--- src/swrc_pkg.sv ---
// Shared constants and types of the sleep, wake and reset controller.
// Assumes a single 40 MHz clock; all timing counts except RST_STRETCH_CYC derive from it here.
package swrc_pkg;

  // ---------------------------------------------------------------
  // Timing
  // ---------------------------------------------------------------
  localparam int CLK_MHZ         = 40;
  localparam int WAKE_MAX_US     = 1700;
  localparam int FORCE_MIN_MS    = 245;
  localparam int RST_MIN_US      = 160;
  localparam int CONV_MS         = 35;
  // Longest times round down, least times round up; all are whole here.
  localparam int WAKE_CYC        = WAKE_MAX_US * CLK_MHZ;
  localparam int FORCE_CYC       = FORCE_MIN_MS * 1000 * CLK_MHZ;
  localparam int RST_CYC         = RST_MIN_US * CLK_MHZ;
  localparam int CONV_CYC        = CONV_MS * 1000 * CLK_MHZ;
  localparam int RST_STRETCH_CYC = 16;
  localparam int CNT_W           = 24;

  // ---------------------------------------------------------------
  // Widths and field positions
  // ---------------------------------------------------------------
  localparam int MEAS_W     = 14;
  localparam int N_WAKE_SNS = 4;
  localparam int N_SWITCH   = 4;
  localparam int EVT_W      = 3;
  localparam int EVT_SWITCH = 0;
  localparam int EVT_MOTION = 1;
  localparam int EVT_WINDOW = 2;
  localparam logic [13:0] MEAS_RESULT_RST = 14'h0000;

  // ---------------------------------------------------------------
  // Types
  // ---------------------------------------------------------------
  typedef enum logic [1:0] {PWR_AWAKE, PWR_DOZE, PWR_SLEEP, PWR_WAKING} swrc_pwr_e;
  typedef enum logic [2:0] {CAUSE_POR, CAUSE_EXT, CAUSE_SW, CAUSE_BOD,
                            CAUSE_FORCE, CAUSE_SENSOR, CAUSE_FW} swrc_cause_e;

endpackage

--- src/swrc_hold_qual.sv ---
// Pin synchroniser with a minimum-hold qualifier.
// Assumes pin_i is asynchronous to mclk.
`timescale 1ns/1ps
`default_nettype none
module swrc_hold_qual #(
  parameter int   HOLD   = 1,
  parameter logic ACTIVE = 1'b1
) (
  input  wire logic mclk,
  input  wire logic rstn,
  input  wire logic pin_i,
  output var  logic active_o,
  output var  logic qual_o
);

  localparam int CW = $clog2(HOLD + 1);

  logic          meta_q;
  logic [CW-1:0] cnt_q;

  initial
  begin
    if (HOLD < 1 || HOLD >= (1 << swrc_pkg::CNT_W))
      $error("swrc_hold_qual: HOLD out of range");
  end

  // Only the second stage looks at the first.
  always_ff @(posedge mclk or negedge rstn)
  begin
    if (!rstn)
    begin
      meta_q   <= ~ACTIVE;
      active_o <= 1'b0;
    end
    else
    begin
      meta_q   <= pin_i;
      active_o <= (meta_q == ACTIVE);
    end
  end

  // Counts consecutive active cycles; a single inactive cycle restarts it.
  always_ff @(posedge mclk or negedge rstn)
  begin
    if (!rstn)
    begin
      cnt_q  <= '0;
      qual_o <= 1'b0;
    end
    else if (!active_o)
    begin
      cnt_q  <= '0;
      qual_o <= 1'b0;
    end
    else if (cnt_q != CW'(HOLD))
    begin
      cnt_q  <= cnt_q + CW'(1);
      qual_o <= (cnt_q == CW'(HOLD - 1));
    end
  end

endmodule // swrc_hold_qual
`default_nettype wire

--- src/swrc_top.sv ---
// Sleep, doze and wake control, reset gathering, sensor event flags and
// sample measurement unit timing of a wireless module.
// Assumes rstn is the power-on reset; pins arrive asynchronously; firmware
// strobes and the converter sample are on mclk.
// Operation
// - After a valid wake reason in sleep the processor is active within 1.7 ms.
// - A doze state separate from sleep returns to awake at once, with no wake delay.
// - Forced-wake held for at least 245 ms wakes the device from sleep or doze.
// - While forced-wake stays asserted the device enters neither sleep nor doze.
// - Sensor inputs zero to three can wake the device from sleep.
// - Switch, motion and pulsed comparator sensing work both awake and asleep.
// - The sample measurement unit runs only while awake.
// - Switch changes, motion and a level leaving its window are flagged.
// - The measurement unit gives 14-bit results after 35 ms per conversion.
// - Applying power produces a full reset by itself.
// - Pulling the reset pin low from outside for at least 160 us gives a full power-on style reset.
// - A software reset command gives a full power-on style reset.
// - Brown-out holds the device in reset while the supply is too low.
`timescale 1ns/1ps
`default_nettype none
module swrc_top #(
  parameter int WAKE_CYCLES  = swrc_pkg::WAKE_CYC,
  parameter int FORCE_CYCLES = swrc_pkg::FORCE_CYC,
  parameter int RST_CYCLES   = swrc_pkg::RST_CYC,
  parameter int CONV_CYCLES  = swrc_pkg::CONV_CYC
) (
  input  wire logic                            mclk,
  input  wire logic                            rstn,
  input  wire logic                            reset_pin_n,
  input  wire logic                            force_wake_pin,
  input  wire logic                            brownout_pin,
  input  wire logic                            sw_reset_cmd,
  input  wire logic                            sleep_req,
  input  wire logic                            doze_req,
  input  wire logic                            doze_exit_req,
  input  wire logic [swrc_pkg::N_WAKE_SNS-1:0] wake_sensor_pin,
  input  wire logic [swrc_pkg::N_WAKE_SNS-1:0] wake_sensor_en,
  input  wire logic [swrc_pkg::N_SWITCH-1:0]   switch_pin,
  input  wire logic                            motion_pin,
  input  wire logic                            level_outside_pin,
  input  wire logic [swrc_pkg::EVT_W-1:0]      event_clr,
  input  wire logic                            meas_start,
  input  wire logic [swrc_pkg::MEAS_W-1:0]     meas_sample,
  output var  logic                            core_reset_n,
  output var  swrc_pkg::swrc_pwr_e             pwr_state,
  output var  swrc_pkg::swrc_cause_e           wake_cause,
  output var  logic [swrc_pkg::EVT_W-1:0]      sensor_events,
  output var  logic                            meas_busy,
  output var  logic                            meas_done,
  output var  logic [swrc_pkg::MEAS_W-1:0]     meas_result
);

  localparam int CW = swrc_pkg::CNT_W;
  localparam int NS = swrc_pkg::N_WAKE_SNS + swrc_pkg::N_SWITCH + 2;

  initial
  begin
    if (WAKE_CYCLES < 2 || FORCE_CYCLES < 1 || RST_CYCLES < 1 || CONV_CYCLES < 1 ||
        WAKE_CYCLES >= (1 << CW) || CONV_CYCLES >= (1 << CW))
      $error("swrc_top: timing parameter out of range");
  end

  // ---------------------------------------------------------------
  // Pin qualification
  // ---------------------------------------------------------------
  logic ext_qual;
  logic force_lvl;
  logic force_qual;
  logic bod_lvl;

  swrc_hold_qual #(.HOLD(RST_CYCLES), .ACTIVE(1'b0)) u_rst_pin (
    .mclk     (mclk),
    .rstn     (rstn),
    .pin_i    (reset_pin_n),
    .active_o (),
    .qual_o   (ext_qual)
  );

  swrc_hold_qual #(.HOLD(FORCE_CYCLES), .ACTIVE(1'b1)) u_force_pin (
    .mclk     (mclk),
    .rstn     (rstn),
    .pin_i    (force_wake_pin),
    .active_o (force_lvl),
    .qual_o   (force_qual)
  );

  swrc_hold_qual #(.HOLD(1), .ACTIVE(1'b1)) u_bod_pin (
    .mclk     (mclk),
    .rstn     (rstn),
    .pin_i    (brownout_pin),
    .active_o (bod_lvl),
    .qual_o   ()
  );

  logic [NS-1:0] sns_meta_q;
  logic [NS-1:0] sns_sync_q;
  logic [NS-1:0] sns_prev_q;

  // Sensor sensing has no dependency on the power state.
  always_ff @(posedge mclk or negedge rstn)
  begin
    if (!rstn)
    begin
      sns_meta_q <= '0;
      sns_sync_q <= '0;
      sns_prev_q <= '0;
    end
    else
    begin
      sns_meta_q <= {level_outside_pin, motion_pin, switch_pin, wake_sensor_pin};
      sns_sync_q <= sns_meta_q;
      sns_prev_q <= sns_sync_q;
    end
  end

  logic [swrc_pkg::N_WAKE_SNS-1:0] wake_sns;
  logic [swrc_pkg::N_SWITCH-1:0]   sw_now;
  logic [swrc_pkg::N_SWITCH-1:0]   sw_old;
  logic                            sens_wake;
  logic                            rst_src;
  logic [swrc_pkg::EVT_W-1:0]      evt_set;

  assign wake_sns  = sns_sync_q[swrc_pkg::N_WAKE_SNS-1:0];
  assign sw_now    = sns_sync_q[swrc_pkg::N_WAKE_SNS +: swrc_pkg::N_SWITCH];
  assign sw_old    = sns_prev_q[swrc_pkg::N_WAKE_SNS +: swrc_pkg::N_SWITCH];
  assign sens_wake = |(wake_sns & wake_sensor_en);
  assign rst_src   = bod_lvl | ext_qual | sw_reset_cmd;
  assign evt_set[swrc_pkg::EVT_SWITCH] = |(sw_now ^ sw_old);
  assign evt_set[swrc_pkg::EVT_MOTION] = sns_sync_q[NS-2] & ~sns_prev_q[NS-2];
  assign evt_set[swrc_pkg::EVT_WINDOW] = sns_sync_q[NS-1] & ~sns_prev_q[NS-1];

  // ---------------------------------------------------------------
  // Reset gathering
  // ---------------------------------------------------------------
  logic [4:0] stretch_q;

  // A short stretch after every source lets all logic settle together.
  always_ff @(posedge mclk or negedge rstn)
  begin
    if (!rstn)
    begin
      stretch_q    <= 5'(swrc_pkg::RST_STRETCH_CYC);
      core_reset_n <= 1'b0;
    end
    else if (rst_src)
    begin
      stretch_q    <= 5'(swrc_pkg::RST_STRETCH_CYC);
      core_reset_n <= 1'b0;
    end
    else
    begin
      if (stretch_q != 5'd0)
        stretch_q <= stretch_q - 5'd1;
      core_reset_n <= (stretch_q == 5'd0);
    end
  end

  // ---------------------------------------------------------------
  // Power state
  // ---------------------------------------------------------------
  logic [CW-1:0] wake_cnt_q;

  always_ff @(posedge mclk or negedge rstn)
  begin
    if (!rstn)
      pwr_state <= swrc_pkg::PWR_AWAKE;
    else if (rst_src)
      pwr_state <= swrc_pkg::PWR_AWAKE;
    else
    begin
      case (pwr_state)
        swrc_pkg::PWR_AWAKE:
        begin
          if (sleep_req && !force_lvl)
            pwr_state <= swrc_pkg::PWR_SLEEP;
          else if (doze_req && !force_lvl)
            pwr_state <= swrc_pkg::PWR_DOZE;
        end
        swrc_pkg::PWR_DOZE:
        begin
          if (force_qual || sens_wake || doze_exit_req)
            pwr_state <= swrc_pkg::PWR_AWAKE;
        end
        swrc_pkg::PWR_SLEEP:
        begin
          if (force_qual || sens_wake)
            pwr_state <= swrc_pkg::PWR_WAKING;
        end
        default:
        begin
          if (wake_cnt_q == CW'(WAKE_CYCLES - 2))
            pwr_state <= swrc_pkg::PWR_AWAKE;
        end
      endcase
    end
  end

  always_ff @(posedge mclk or negedge rstn)
  begin
    if (!rstn)
      wake_cnt_q <= '0;
    else if (pwr_state == swrc_pkg::PWR_WAKING && !rst_src)
      wake_cnt_q <= wake_cnt_q + CW'(1);
    else
      wake_cnt_q <= '0;
  end

  // ---------------------------------------------------------------
  // Wake and reset cause
  // ---------------------------------------------------------------
  logic asleep;

  assign asleep = (pwr_state == swrc_pkg::PWR_SLEEP) || (pwr_state == swrc_pkg::PWR_DOZE);

  // Survives every reset except power-on, so firmware can read it afterwards.
  always_ff @(posedge mclk or negedge rstn)
  begin
    if (!rstn)
      wake_cause <= swrc_pkg::CAUSE_POR;
    else if (bod_lvl)
      wake_cause <= swrc_pkg::CAUSE_BOD;
    else if (ext_qual)
      wake_cause <= swrc_pkg::CAUSE_EXT;
    else if (sw_reset_cmd)
      wake_cause <= swrc_pkg::CAUSE_SW;
    else if (asleep && force_qual)
      wake_cause <= swrc_pkg::CAUSE_FORCE;
    else if (asleep && sens_wake)
      wake_cause <= swrc_pkg::CAUSE_SENSOR;
    else if (pwr_state == swrc_pkg::PWR_DOZE && doze_exit_req)
      wake_cause <= swrc_pkg::CAUSE_FW;
  end

  // ---------------------------------------------------------------
  // Sensor events
  // ---------------------------------------------------------------
  // A new event in the clearing cycle stays set.
  always_ff @(posedge mclk or negedge rstn)
  begin
    if (!rstn)
      sensor_events <= '0;
    else if (rst_src)
      sensor_events <= '0;
    else
      sensor_events <= (sensor_events & ~event_clr) | evt_set;
  end

  // ---------------------------------------------------------------
  // Sample measurement unit timing
  // ---------------------------------------------------------------
  logic [CW-1:0] conv_cnt_q;

  // Leaving awake aborts a conversion; no result is then delivered.
  always_ff @(posedge mclk or negedge rstn)
  begin
    if (!rstn)
    begin
      meas_busy   <= 1'b0;
      meas_done   <= 1'b0;
      conv_cnt_q  <= '0;
      meas_result <= swrc_pkg::MEAS_RESULT_RST;
    end
    else if (rst_src)
    begin
      meas_busy   <= 1'b0;
      meas_done   <= 1'b0;
      conv_cnt_q  <= '0;
      meas_result <= swrc_pkg::MEAS_RESULT_RST;
    end
    else
    begin
      meas_done <= 1'b0;
      if (meas_busy)
      begin
        if (pwr_state != swrc_pkg::PWR_AWAKE)
          meas_busy <= 1'b0;
        else if (conv_cnt_q == CW'(CONV_CYCLES - 1))
        begin
          meas_busy   <= 1'b0;
          meas_done   <= 1'b1;
          meas_result <= meas_sample;
        end
        else
          conv_cnt_q <= conv_cnt_q + CW'(1);
      end
      else if (meas_start && pwr_state == swrc_pkg::PWR_AWAKE)
      begin
        meas_busy  <= 1'b1;
        conv_cnt_q <= '0;
      end
    end
  end
endmodule // swrc_top
`default_nettype wire

--- config.mk ---
export PLATFORM = sky130hd
export DESIGN_NAME = swrc_top
export DESIGN_NICKNAME = d
export VERILOG_FILES = /design/src/swrc_pkg.sv /design/src/swrc_hold_qual.sv /design/src/swrc_top.sv
export SDC_FILE = /design/constraint.sdc
export NUM_CORES = 1
export LEC_CHECK = 0
export BUFFER_PORTS_ARGS = -buffer_cell sky130_fd_sc_hd__buf_4
export CORE_MARGIN = 2
export CORE_UTILIZATION = 30
export CTS_CLUSTER_DIAMETER = 60
export DETAILED_ROUTE_END_ITERATION = 8
export GPL_TIMING_DRIVEN = 1
export PLACE_DENSITY = 0.54
export SETUP_SLACK_MARGIN = 0.5
export SLEW_MARGIN = 20
export SYNTH_ARGS = -nofsm -noshare
export SYNTH_HDL_FRONTEND = slang
export SYNTH_SLANG_ARGS = --single-unit
--- constraint.sdc ---
create_clock -name mclk -period 2.8 [get_ports mclk]
set_clock_uncertainty 0.05 [all_clocks]
set_input_delay 0.14 -clock mclk [delete_from_list [all_inputs] [get_ports mclk]]
set_output_delay 0.14 -clock mclk [all_outputs]
set_load 0.02 [all_outputs]
==> results of run 1 <==
==> cell usage after synthesis (all sizes together), types with 2 or more instances <==
cell / n
nor2b: 5
inv: 24
and3: 17
o211ai: 2
mux2i: 2
a22oi: 2
mux2: 2
a311oi: 2
nand2: 36
clkbuf: 14
xnor2: 29
nor4: 18
buf: 5
nand4: 24
dfstp: 2
a21oi: 18
ha: 13
nor3: 12
a31oi: 14
nor4b: 9
nor4bb: 3
o21ai: 15
nor2: 57
a22o: 15
nand2b: 8
nand3: 44
xor2: 33
a41oi: 4
a221o: 2
dfrtp: 147
a21boi: 3
nor3b: 2
and4: 3
and2: 31
or3: 9
nand4b: 2
==> worst max-delay path by stage <==
stage	startpoint	endpoint	cells past startpoint
finish	conv_cnt_q[21]	conv_cnt_q[18]	4
global route	conv_cnt_q[21]	conv_cnt_q[18]	4
CTS	conv_cnt_q[21]	conv_cnt_q[18]	4
detailed placement	conv_cnt_q[21]	conv_cnt_q[3]	5
global placement	conv_cnt_q[21]	conv_cnt_q[0]	5
floorplan	conv_cnt_q[21]	conv_cnt_q[0]	5
==> report_power, final <==
part	internal (mW)	switching [mW]
combinational	0.167	0.197
sequential	2.20	0.0364
clock	1.32	0.944
total	3.69	1.18
==> registers in the layout (all words and copies together), names as in the netlist, 2 cells and up <==
register,count
conv_cnt_q,24
meas_result,14
pwr_state,2
sensor_events,3
sns_meta_q,10
sns_prev_q,6
sns_sync_q,10
stretch_q,5
u_force_pin.cnt_q,24
u_rst_pin.cnt_q,13
wake_cause,3
wake_cnt_q,24
==> per-stage QoR <==
step	setup WS, ns	utilization (%)	hold slack, ns
after floorplan	0.548	-	-0.206
after global placement	0.446	34.4	0.190
after detailed placement	0.425	34.4	0.187
after CTS	0.517	38.5	0.0340
after global routing	0.484	38.6	0.0774
final	0.511	38.6	0.0548
==> area by class of cell <==
| cell class | count | area share, % |
|---|---|---|
| well taps | 285 | 4.10 |
| inverters | 24 | 1.04 |
| clock inverters | 14 | 1.75 |
| flip-flops and latches | 149 | 42.9 |
| multi-input cells | 455 | 34.3 |
| clock buffers | 18 | 4.93 |
| repair buffers | 113 | 11.0 |
==> worst min-delay path: cells and delay by family <==
kind            cells  cell delay, ns
compound gates      2            0.23
buf+inv             2            0.11
==> cells by family (layout without fill, tap and decap cells) <==
logic type      Yosys count  count (layout)
xor+xnor                 62              62
mux                       4               4
flops                   149             149
simple gates            285             285
fa+ha+maj                13              13
buf+inv                  43             169
compound gates           90              91
==> routing by layer <==
layer	global-route usage, %	routed length, µm
met4	4.81	258
met1	19.0	7640
met5	0	0
met2	21.4	7460
met3	2.42	418
==> cells in the final DEF, fill, tap and decap left out, drive strengths merged, types with 3 or more instances in the layout <==
cell and count:
nand2b 8, a31oi 14, o21ai 15, nor4bb 3, dlygate4sd3 32, nand3 44
clkbuf 18, nor4b 9, and2 31, and4 3, nor2b 5, nand2 36
xnor2 29, dfrtp 147, ha 13, and3 17, xor2 33, inv 28
buf 81, clkinvlp 3, a22o 15, a21boi 3, nor4 18, or3 9
nand4 24, nor3 12, clkinv 5, nor2 57, a41oi 4, a21oi 18
==> what timing repair did <==
item / in CTS / in global routing
cloned: 1 / 0
hold buffers: 32 / 0
setup endpoints to repair: 28 / 20
resized for setup: 2 / 3
pin swaps: 2 / 0
endpoints found under the hold margin: 104 / 0
buffers inserted: 2 / 0
==> summary.md, run 1 <==
| Metric | Value |
|---|---|
| Status | `finished, final reports clean` |
| Final setup vio count | `0` |
| Initial antenna violation count | `0` |
| Mapped Cells | `646` |
| Cell Chain, Critical Path | `or4b_1 -> or4_4 -> o211a_4 -> a221o_2` |
| Adder-cell share of the synthesized area | `2.37%` |
| DRC violations left | `0` |
| Max Cap Violations | `0` |
| Slew margin rel. | `43.2%` |
| Gr usage total | `13.6%` |
| Multi-input logic area | `2980 µm²` |
| Worst-path clk slew | `0.07 ns` |
| Worst EP arrival | `2.55 ns` |
| Synth Warn # | `0` |
| DIE HEIGHT | `155 µm` |
| Num CTS Buffers | `17` |
| IO buf count | `65` |
| Share of flip-flops with an asynchronous set or reset | `100%` |
| Placed cell area | `7750 µm²` |
| Max VDD drop | `0.000384 V` |
| Hold endpoint | `sensor_events[0]` |
| I/O Pins | `66` |
| Hold_sp | `event_clr[0]` |
| Synth Area in Compound Gates | `9.42%` |
| Initial DRC Count | `243` |
| Period Utilization, post-route | `81.7%` |
| FF+latch count, synth | `149` |
| Total Wirelength | `15800 µm` |
| H-tree levels | `4` |
| Crit path kind | `flop to flop` |
| Root buffer cell | `clkbuf_16` |
| Sequential-to-total area share from yosys stat | `54.3%` |
| Post-synth top area share | `53.6%` |
| HPWL after DPL | `10500 µm` |
| Fin. Hold Viols | `0` |
| Final non-filler cell total | `1058` |
| Die area | `24100 µm²` |
| Hold path cells | `4` |
| # clock sinks | `149` |
| CP max-delay cell | `or4_4` |
| Mux cell area share after synthesis | `0.620%` |
| Synth cell types | `61` |
| Worst-Skew Late Latency | `0.43 ns` |
| R2R setup slack | `0.51 ns` |
| Routed length per instance | `14.9 µm` |
| Final ANT Viol Nets | `0` |
| Remaining Overflow, GRT | `0` |
| Worst Setup End Kind | `flop` |
| Sequential cell area | `3730 µm²` |
| CP top delay family | `simple AND/OR/NAND/NOR gates` |
| RSZ-0062 raised after global routing | `true` |
| ANT cells | `0` |
| Nets | `814` |
| Period minus WS final | `2.29 ns` |
| Vias | `5167` |
| Required time of the critical path | `3.06 ns` |
| Actual slew at the worst max-slew pin | `0.849 ns` |
| First-pass GRT wire length | `26300 µm` |
| CP startpoint kind | `flop` |
| Buffers & Inverters on Critical Path | `0` |
| Synth Area in XOR/XNOR | `7.91%` |
| Die X | `155 µm` |
| Post-Syn Area | `6870 µm²` |
| Avg Inst Size Synth | `10.6 µm²` |
| Main combinational cell family by area after synthesis | `simple AND/OR/NAND/NOR gates` |
| Post-Synth Simple-Gate Area | `22.7%` |
| Setup TNS | `0 ns` |
| Largest net degree at the start of global routing | `76` |
| Max Freq | `437 MHz` |
| Most frequently used flop master after synthesis | `dfrtp_1` |
| Fraction of layout cells with a size suffix above 1 | `16.9%` |
| CTS tree | `built` |
| Core area | `22600 µm²` |
| Initial Util | `30.4%` |
| Max-slew violations | `0` |
| Placer Congestion | `0.781` |
| Syn Nets | `700` |
| Pwr Density | `560 nW/µm²` |
| EDFF count, synth | `0` |
| Cell count after placement | `991` |
| Top cells by area, synth | `dfrtp_1, xor2_1, xnor2_1` |
| Tot Pwr | `4.87 mW` |
| R2R depth | `4` |
| DR pass1 iterations | `4` |
| R2r endpoint | `conv_cnt_q[18]` |
| Via/cell ratio | `4.88` |
| Number of global-route vias before repair | `5174` |
| Hold Crit Class | `input port to flop` |
| CP max FO | `9` |
| Leakage | `3.77 nW` |
| Maximum root-to-sink buffer count | `2` |
| Row count | `55` |
| R2R Path Start | `conv_cnt_q[21]` |
| FILL cells | `2229` |
| CP max stage delay | `0.54 ns` |
| Largest area contributor in the netlist | `dfrtp_1` |
| Cell area after layout | `8700 µm²` |
| Area delta synth->final | `26.8%` |
(Power assumes the default switching activity.)
==> run 2, diff against run 1 <==
==> constraint.sdc (replaced) <==
create_clock -name mclk -period 2.3 [get_ports mclk]
set_clock_uncertainty 0.05 [all_clocks]
set_input_delay 0.115 -clock mclk [delete_from_list [all_inputs] [get_ports mclk]]
set_output_delay 0.115 -clock mclk [all_outputs]
set_load 0.02 [all_outputs]
==> summary.md, run 2 (same netlist as run 1, synthesis figures left out) <==
| Metric | Value |
|---|---|
| HPWL after DPL | `10300 µm (-1.3%)` |
| Gr usage total | `14.3% (+0.63 points)` |
| Int Power | `4.82 mW (+31%)` |
| Top Registers | `conv_cnt_q x24, u_force_pin.cnt_q x24, wake_cnt_q x24` |
| Final setup vio count | `0 (unchanged)` |
| Routed length per instance | `15.1 µm (+1.2%)` |
| Maximum root-to-sink buffer count | `2 (unchanged)` |
| H-tree levels | `4 (unchanged)` |
| Die X | `155 µm (unchanged)` |
| CP top delay family | `simple AND/OR/NAND/NOR gates` |
| Worst EP arrival | `2.44 ns (-0.11 ns)` |
| DRC violations left | `0 (unchanged)` |
| CP startpoint kind | `flop` |
| R2R depth | `4 (unchanged)` |
| FILL cells | `2143 (-3.9%)` |
| Max Cap Violations | `0 (unchanged)` |
| R2R setup slack | `0.13 ns (-0.38 ns)` |
| Max-slew violations | `0 (unchanged)` |
| Hold path cells | `4 (unchanged)` |
| Core area | `22600 µm² (unchanged)` |
| R2r endpoint | `conv_cnt_q[18]` |
| Slew margin rel. | `60.9% (+18 points)` |
| Largest net degree at the start of global routing | `61 (-20%)` |
| Initial Util | `30.4% (unchanged)` |
| Worst Setup End Kind | `flop` |
| Switching power | `1.57 mW (+34%)` |
| CP max stage delay | `0.51 ns (-0.03 ns)` |
| Buffers & Inverters on Critical Path | `0 (unchanged)` |
| CP Depth | `4 (unchanged)` |
| Worst-Skew Late Latency | `0.43 ns (about the same)` |
| Total Wirelength | `16500 µm (+4.7%)` |
| Crit path kind | `flop to flop` |
| DIE HEIGHT | `155 µm (unchanged)` |
| Placer Congestion | `0.801 (+2.6%)` |
| Commonest non-fill, non-tap cell in the layout | `dfrtp_1` |
| RSZ-0062 raised after global routing | `true` |
| Leakage | `4.06 nW (+7.9%)` |
| Root buffer cell | `clkbuf_16` |
| Row count | `55 (unchanged)` |
| Sequential cell area | `3750 µm² (+0.47%)` |
| Hold_sp | `event_clr[0]` |
| Combinational fraction of design power | `8.4% (+0.9 points)` |
| Period minus WS final | `2.17 ns (-0.116 ns)` |
| Multi-input logic area | `3360 µm² (+13%)` |
| Area delta synth->final | `38.4%` |
| Remaining Overflow, GRT | `0 (unchanged)` |
| Clk network pwr share | `48.9% (+2.4 points)` |
| Status | `finished, final reports clean` |
| Final ANT Viol Nets | `0 (unchanged)` |
| R2R Path Start | `conv_cnt_q[21]` |
| Initial DRC Count | `268 (+10%)` |
| Min Hold Slack | `0.0404 ns (-0.0143 ns)` |
| Cell Chain, Critical Path | `or4b_1 -> or4_4 -> o211a_4 -> a221o_2` |
| Fin. Hold Viols | `0 (unchanged)` |
| Max VDD drop | `0.000592 V (+54%)` |
| Required time of the critical path | `2.57 ns (-0.49 ns)` |
| Hold Crit Class | `input port to flop` |
| Number of global-route vias before repair | `5335 (+3.1%)` |
| Period Utilization, post-route | `94.5% (+13 points)` |
| Initial antenna violation count | `0 (unchanged)` |
| Commonest non-fill, non-tap cells in the layout | `dfrtp_1, buf_4, nor2_1` |
| Worst-path clk slew | `0.07 ns (about the same)` |
| Max Freq | `460 MHz (+5.3%)` |
| CTS tree | `built` |
| Vias | `5393 (+4.4%)` |
| Num CTS Buffers | `17 (unchanged)` |
| # clock sinks | `149 (unchanged)` |
| DR pass1 iterations | `4 (unchanged)` |
| CP max FO | `5 (-4)` |
| Sequential cell fraction of total power | `42.7% (-3.3 points)` |
| IO buf count | `65 (unchanged)` |
| Via/cell ratio | `4.93 (+0.85%)` |
| Actual slew at the worst max-slew pin | `0.586 ns (-0.263 ns)` |
| Hold endpoint | `sensor_events[0]` |
| Nets | `851 (+4.5%)` |
| Fraction of layout cells with a size suffix above 1 | `28.6% (+12 points)` |
| First-pass GRT wire length | `27500 µm (+4.5%)` |
| Pwr Density | `674 nW/µm² (+20%)` |
| ANT cells | `0 (unchanged)` |
| I/O Pins | `66 (unchanged)` |
| CP max-delay cell | `or4b_1` |
| Setup TNS | `0 ns (unchanged)` |
| Net Sw Frac | `24.6% (+0.42 points)` |
| Die area | `24100 µm² (unchanged)` |
[run 2: cell count changes in the layout (fill, tap and decap cells not counted), sizes merged, moves of 2 or more]
cell / previous run / this run
clkinv: 5 / 2
bufinv: 2 / 4
clkinvlp: 3 / 1
buf: 81 / 117
inv: 28 / 32
[run 2: per-layer routing]
layer / vias up / global-route usage [%] / share of wire, %
li1: 2620 / - / -
met3: 20 / 3.59 / 3.6
met1: 2654 / 19.0 / 47
met2: 99 / 23.1 / 48
met4: 0 / 3.98 / 1.3
met5: - / 0 / 0
[run 2: timing repair]
action,CTS,global route
endpoints found under the hold margin,86,0
endpoints found under the setup margin,61,68
buffers inserted,12,10
resized for setup,42,51
pin swaps,34,26
gates cloned,5,0
hold buffers,31,0
[run 2: worst max-delay path by stage]
stage | start | end
3_5_place_dp | conv_cnt_q[21] | conv_cnt_q[9]
3_3_place_gp | conv_cnt_q[21] | conv_cnt_q[15]
6_report | conv_cnt_q[21] | conv_cnt_q[18]
4_1_cts | conv_cnt_q[21] | conv_cnt_q[18]
2_1_floorplan | conv_cnt_q[21] | conv_cnt_q[0]
5_1_grt | conv_cnt_q[21] | conv_cnt_q[5]
[run 2: final cells by class]
cell class / instances / share of cell area (%)
flip-flops and latches: 149 / 39.5
multi-input cells: 457 / 35.4
repair buffers: 148 / 13.5
clock buffers: 17 / 4.48
well taps: 285 / 3.75
clock inverters: 15 / 2.48
inverters: 24 / 0.948
[run 2: tightest hold or removal path, cell delays in order]
cell and delay, ns:
buf_4 0.07, inv_1 0.03, a21oi_1 0.12, a41oi_1 0.12
[run 2: through the flow]
step	power [mW]	std cells	setup slack [ns]	utilization [%]	instance area, µm²
detailed placement	3.18	1005	0.0896	35.0	7900
global route	6.68	1095	0.0445	42.1	9500
CTS	6.47	1085	0.130	40.7	9190
global placement	3.17	1005	0.108	35.0	7900
finish	6.40	1095	0.128	42.1	9500
floorplan	2.97	646	0.139	-	6910
[run 2: power groups by stage]
stage | Combinational, mW | Clock, mW | Sequential, mW
after floorplan | 0.190 | 0 | 2.78
after global placement | 0.398 | 0 | 2.78
after detailed placement | 0.402 | 0 | 2.78
after CTS | 0.519 | 3.22 | 2.72
after global routing | 0.594 | 3.35 | 2.74
final | 0.541 | 3.13 | 2.73
==> run 3, diff against run 2 <==
--- a/config.mk
+++ b/config.mk
@@ -11,7 +11,6 @@
 export CTS_CLUSTER_DIAMETER = 60
 export DETAILED_ROUTE_END_ITERATION = 8
 export GPL_TIMING_DRIVEN = 1
-export PLACE_DENSITY = 0.54
 export SETUP_SLACK_MARGIN = 0.5
 export SLEW_MARGIN = 20
 export SYNTH_ARGS = -nofsm -noshare
==> summary.md, run 3 (same netlist as run 1, synthesis figures left out) <==
| Metric | Value |
|---|---|
| DIE HEIGHT | `155 µm (unchanged)` |
| HPWL after DPL | `10300 µm (about the same)` |
| DR pass1 iterations | `4 (unchanged)` |
| DRC violations left | `0 (unchanged)` |
| Row count | `55 (unchanged)` |
| Placer Congestion | `0.777 (-3.0%)` |
| Via/cell ratio | `4.95 (+0.47%)` |
| Number of global-route vias before repair | `5318 (-0.32%)` |
| ANT cells | `0 (unchanged)` |
| Hold Crit Class | `input port to flop` |
| Max-slew violations | `0 (unchanged)` |
| RSZ-0062 raised after global routing | `true` |
| Fin. Hold Viols | `0 (unchanged)` |
| Total Wirelength | `16400 µm (-0.82%)` |
| Core area | `22600 µm² (unchanged)` |
| Pwr Density | `639 nW/µm² (-5.2%)` |
| CP max FO | `8 (+3)` |
| H-tree levels | `4 (unchanged)` |
| Final setup vio count | `0 (unchanged)` |
| Remaining Overflow, GRT | `0 (unchanged)` |
| Min Hold Slack | `0.0407 ns (+0.000263 ns)` |
| Worst-path clk slew | `0.06 ns (about the same)` |
| Status | `finished, final reports clean` |
| Top Registers | `conv_cnt_q x24, u_force_pin.cnt_q x24, wake_cnt_q x24` |
| CTS tree | `built` |
| Max VDD drop | `0.000512 V (-14%)` |
| Actual slew at the worst max-slew pin | `0.500 ns (-0.0857 ns)` |
| Final worst setup slack | `0.0789 ns (-0.0486 ns)` |
| Worst EP arrival | `2.48 ns (+0.04 ns)` |
| Tot Pwr | `5.98 mW (-6.5%)` |
| Place WS | `-0.00366 ns (-0.0933 ns)` |
| Largest net degree at the start of global routing | `71 (+16%)` |
| Maximum root-to-sink buffer count | `2 (unchanged)` |
| Final ANT Viol Nets | `0 (unchanged)` |
| CP startpoint kind | `flop` |
| Initial Util | `30.4% (unchanged)` |
| Initial DRC Count | `345 (+29%)` |
| Max Freq | `450 MHz (-2.2%)` |
| Worst Setup End Kind | `flop` |
| Slew margin rel. | `66.7% (+5.7 points)` |
| Period minus WS final | `2.22 ns (+0.0486 ns)` |
| Num CTS Buffers | `17 (unchanged)` |
| Vias | `5438 (+0.83%)` |
| IO buf count | `65 (unchanged)` |
| Setup TNS | `0 ns (unchanged)` |
| Initial antenna violation count | `0 (unchanged)` |
| Leakage | `4.01 nW (-1.3%)` |
| Commonest non-fill, non-tap cells in the layout | `dfrtp_1, buf_4, nor2_1` |
| Period Utilization, post-route | `96.6% (+2.1 points)` |
| Area delta synth->final | `36.4%` |
| Fraction of layout cells with a size suffix above 1 | `28.4% (-0.26 points)` |
| I/O Pins | `66 (unchanged)` |
| Die area | `24100 µm² (unchanged)` |
| # clock sinks | `149 (unchanged)` |
| Required time of the critical path | `2.56 ns (about the same)` |
| First-pass GRT wire length | `26700 µm (-3.0%)` |
| Crit path kind | `flop to flop` |
| Die X | `155 µm (unchanged)` |
| Nets | `855 (+0.47%)` |
| Gr usage total | `13.8% (-0.47 points)` |
| Commonest non-fill, non-tap cell in the layout | `dfrtp_1` |
| Routed length per instance | `14.9 µm (-1.2%)` |
| Worst-Skew Late Latency | `0.43 ns (about the same)` |
| Root buffer cell | `clkbuf_16` |
| Max Cap Violations | `0 (unchanged)` |
-- run 3: cell types whose count changed in the layout (fill, tap and decap cells not counted), moves of 3 or more --
cell and delta:
buf_4 +14, buf_6 -6, inv_8 -5, nor4_1 -5, nor4_2 +5, clkinv_2 +4
a21oi_2 -3, clkinvlp_4 +3, nor2_1 +3, nor2_2 -3
-- run 3: path summary, 6_finish.rpt --
kind | endpoint | slack, ns | depth (start not counted) | startpoint
setup / recovery | conv_cnt_q[18] | 0.08 | 4 | conv_cnt_q[21]
hold / removal | sensor_events[0] | 0.04 | 4 | event_clr[0]
setup reg to reg | conv_cnt_q[18] | 0.08 | 4 | conv_cnt_q[21]
hold reg to reg | sns_sync_q[6] | 0.30 | 0 | sns_meta_q[6]
max in group asynchronous | u_force_pin.cnt_q[8] | 1.25 | 3 | rstn
min in group asynchronous | wake_cnt_q[13] | 0.16 | 2 | rstn
-- run 3: power breakdown --
part	total [mW]	internal, mW	leakage, nW	switching (mW)
clock network	2.73	1.60	0.276	1.13
registers	2.73	2.68	1.96	0.0491
logic	0.515	0.249	1.77	0.266
total	5.98	4.53	4.01	1.45
-- run 3: final cells by class --
class                      count  area, µm²
clock buffer                  17        425
clock inverter                15        154
fill                        2149      13200
inverter                      24       90.1
multi-input combinational    456       3320
sequential                   149       3750
tap                          285        357
timing repair buffer         153       1270
-- run 3: what timing repair did --
action / in CTS / in global routing
cloned: 1 / 2
pin swaps: 9 / 29
hold buffers: 31 / 0
endpoints found under the setup margin: 62 / 71
setup buffers: 12 / 18
resized for setup: 15 / 59
endpoints found under the hold margin: 79 / 0
-- run 3: worst max-delay path: stages (launching register included) --
cell and delay (ns):
dfrtp_1 0.39, or4b_4 0.53, or4_4 0.47, o211a_4 0.30
a221o_2 0.36
-- run 3: stage by stage --
stage,utilization [%],std cells,cell area (µm²)
after floorplan,-,646,6910
after global placement,34.9,1003,7870
after detailed placement,34.9,1003,7870
after CTS,39.7,1079,8960
after global routing,41.5,1099,9360
final,41.5,1099,9360
-- run 3: metal layers --
metal	track usage, %	routed length, µm	up-vias
li1	-	-	2625
met1	18.6	7730	2681
met2	21.8	7770	104
met3	2.73	572	28
met4	5.68	314	0
met5	0	0	-
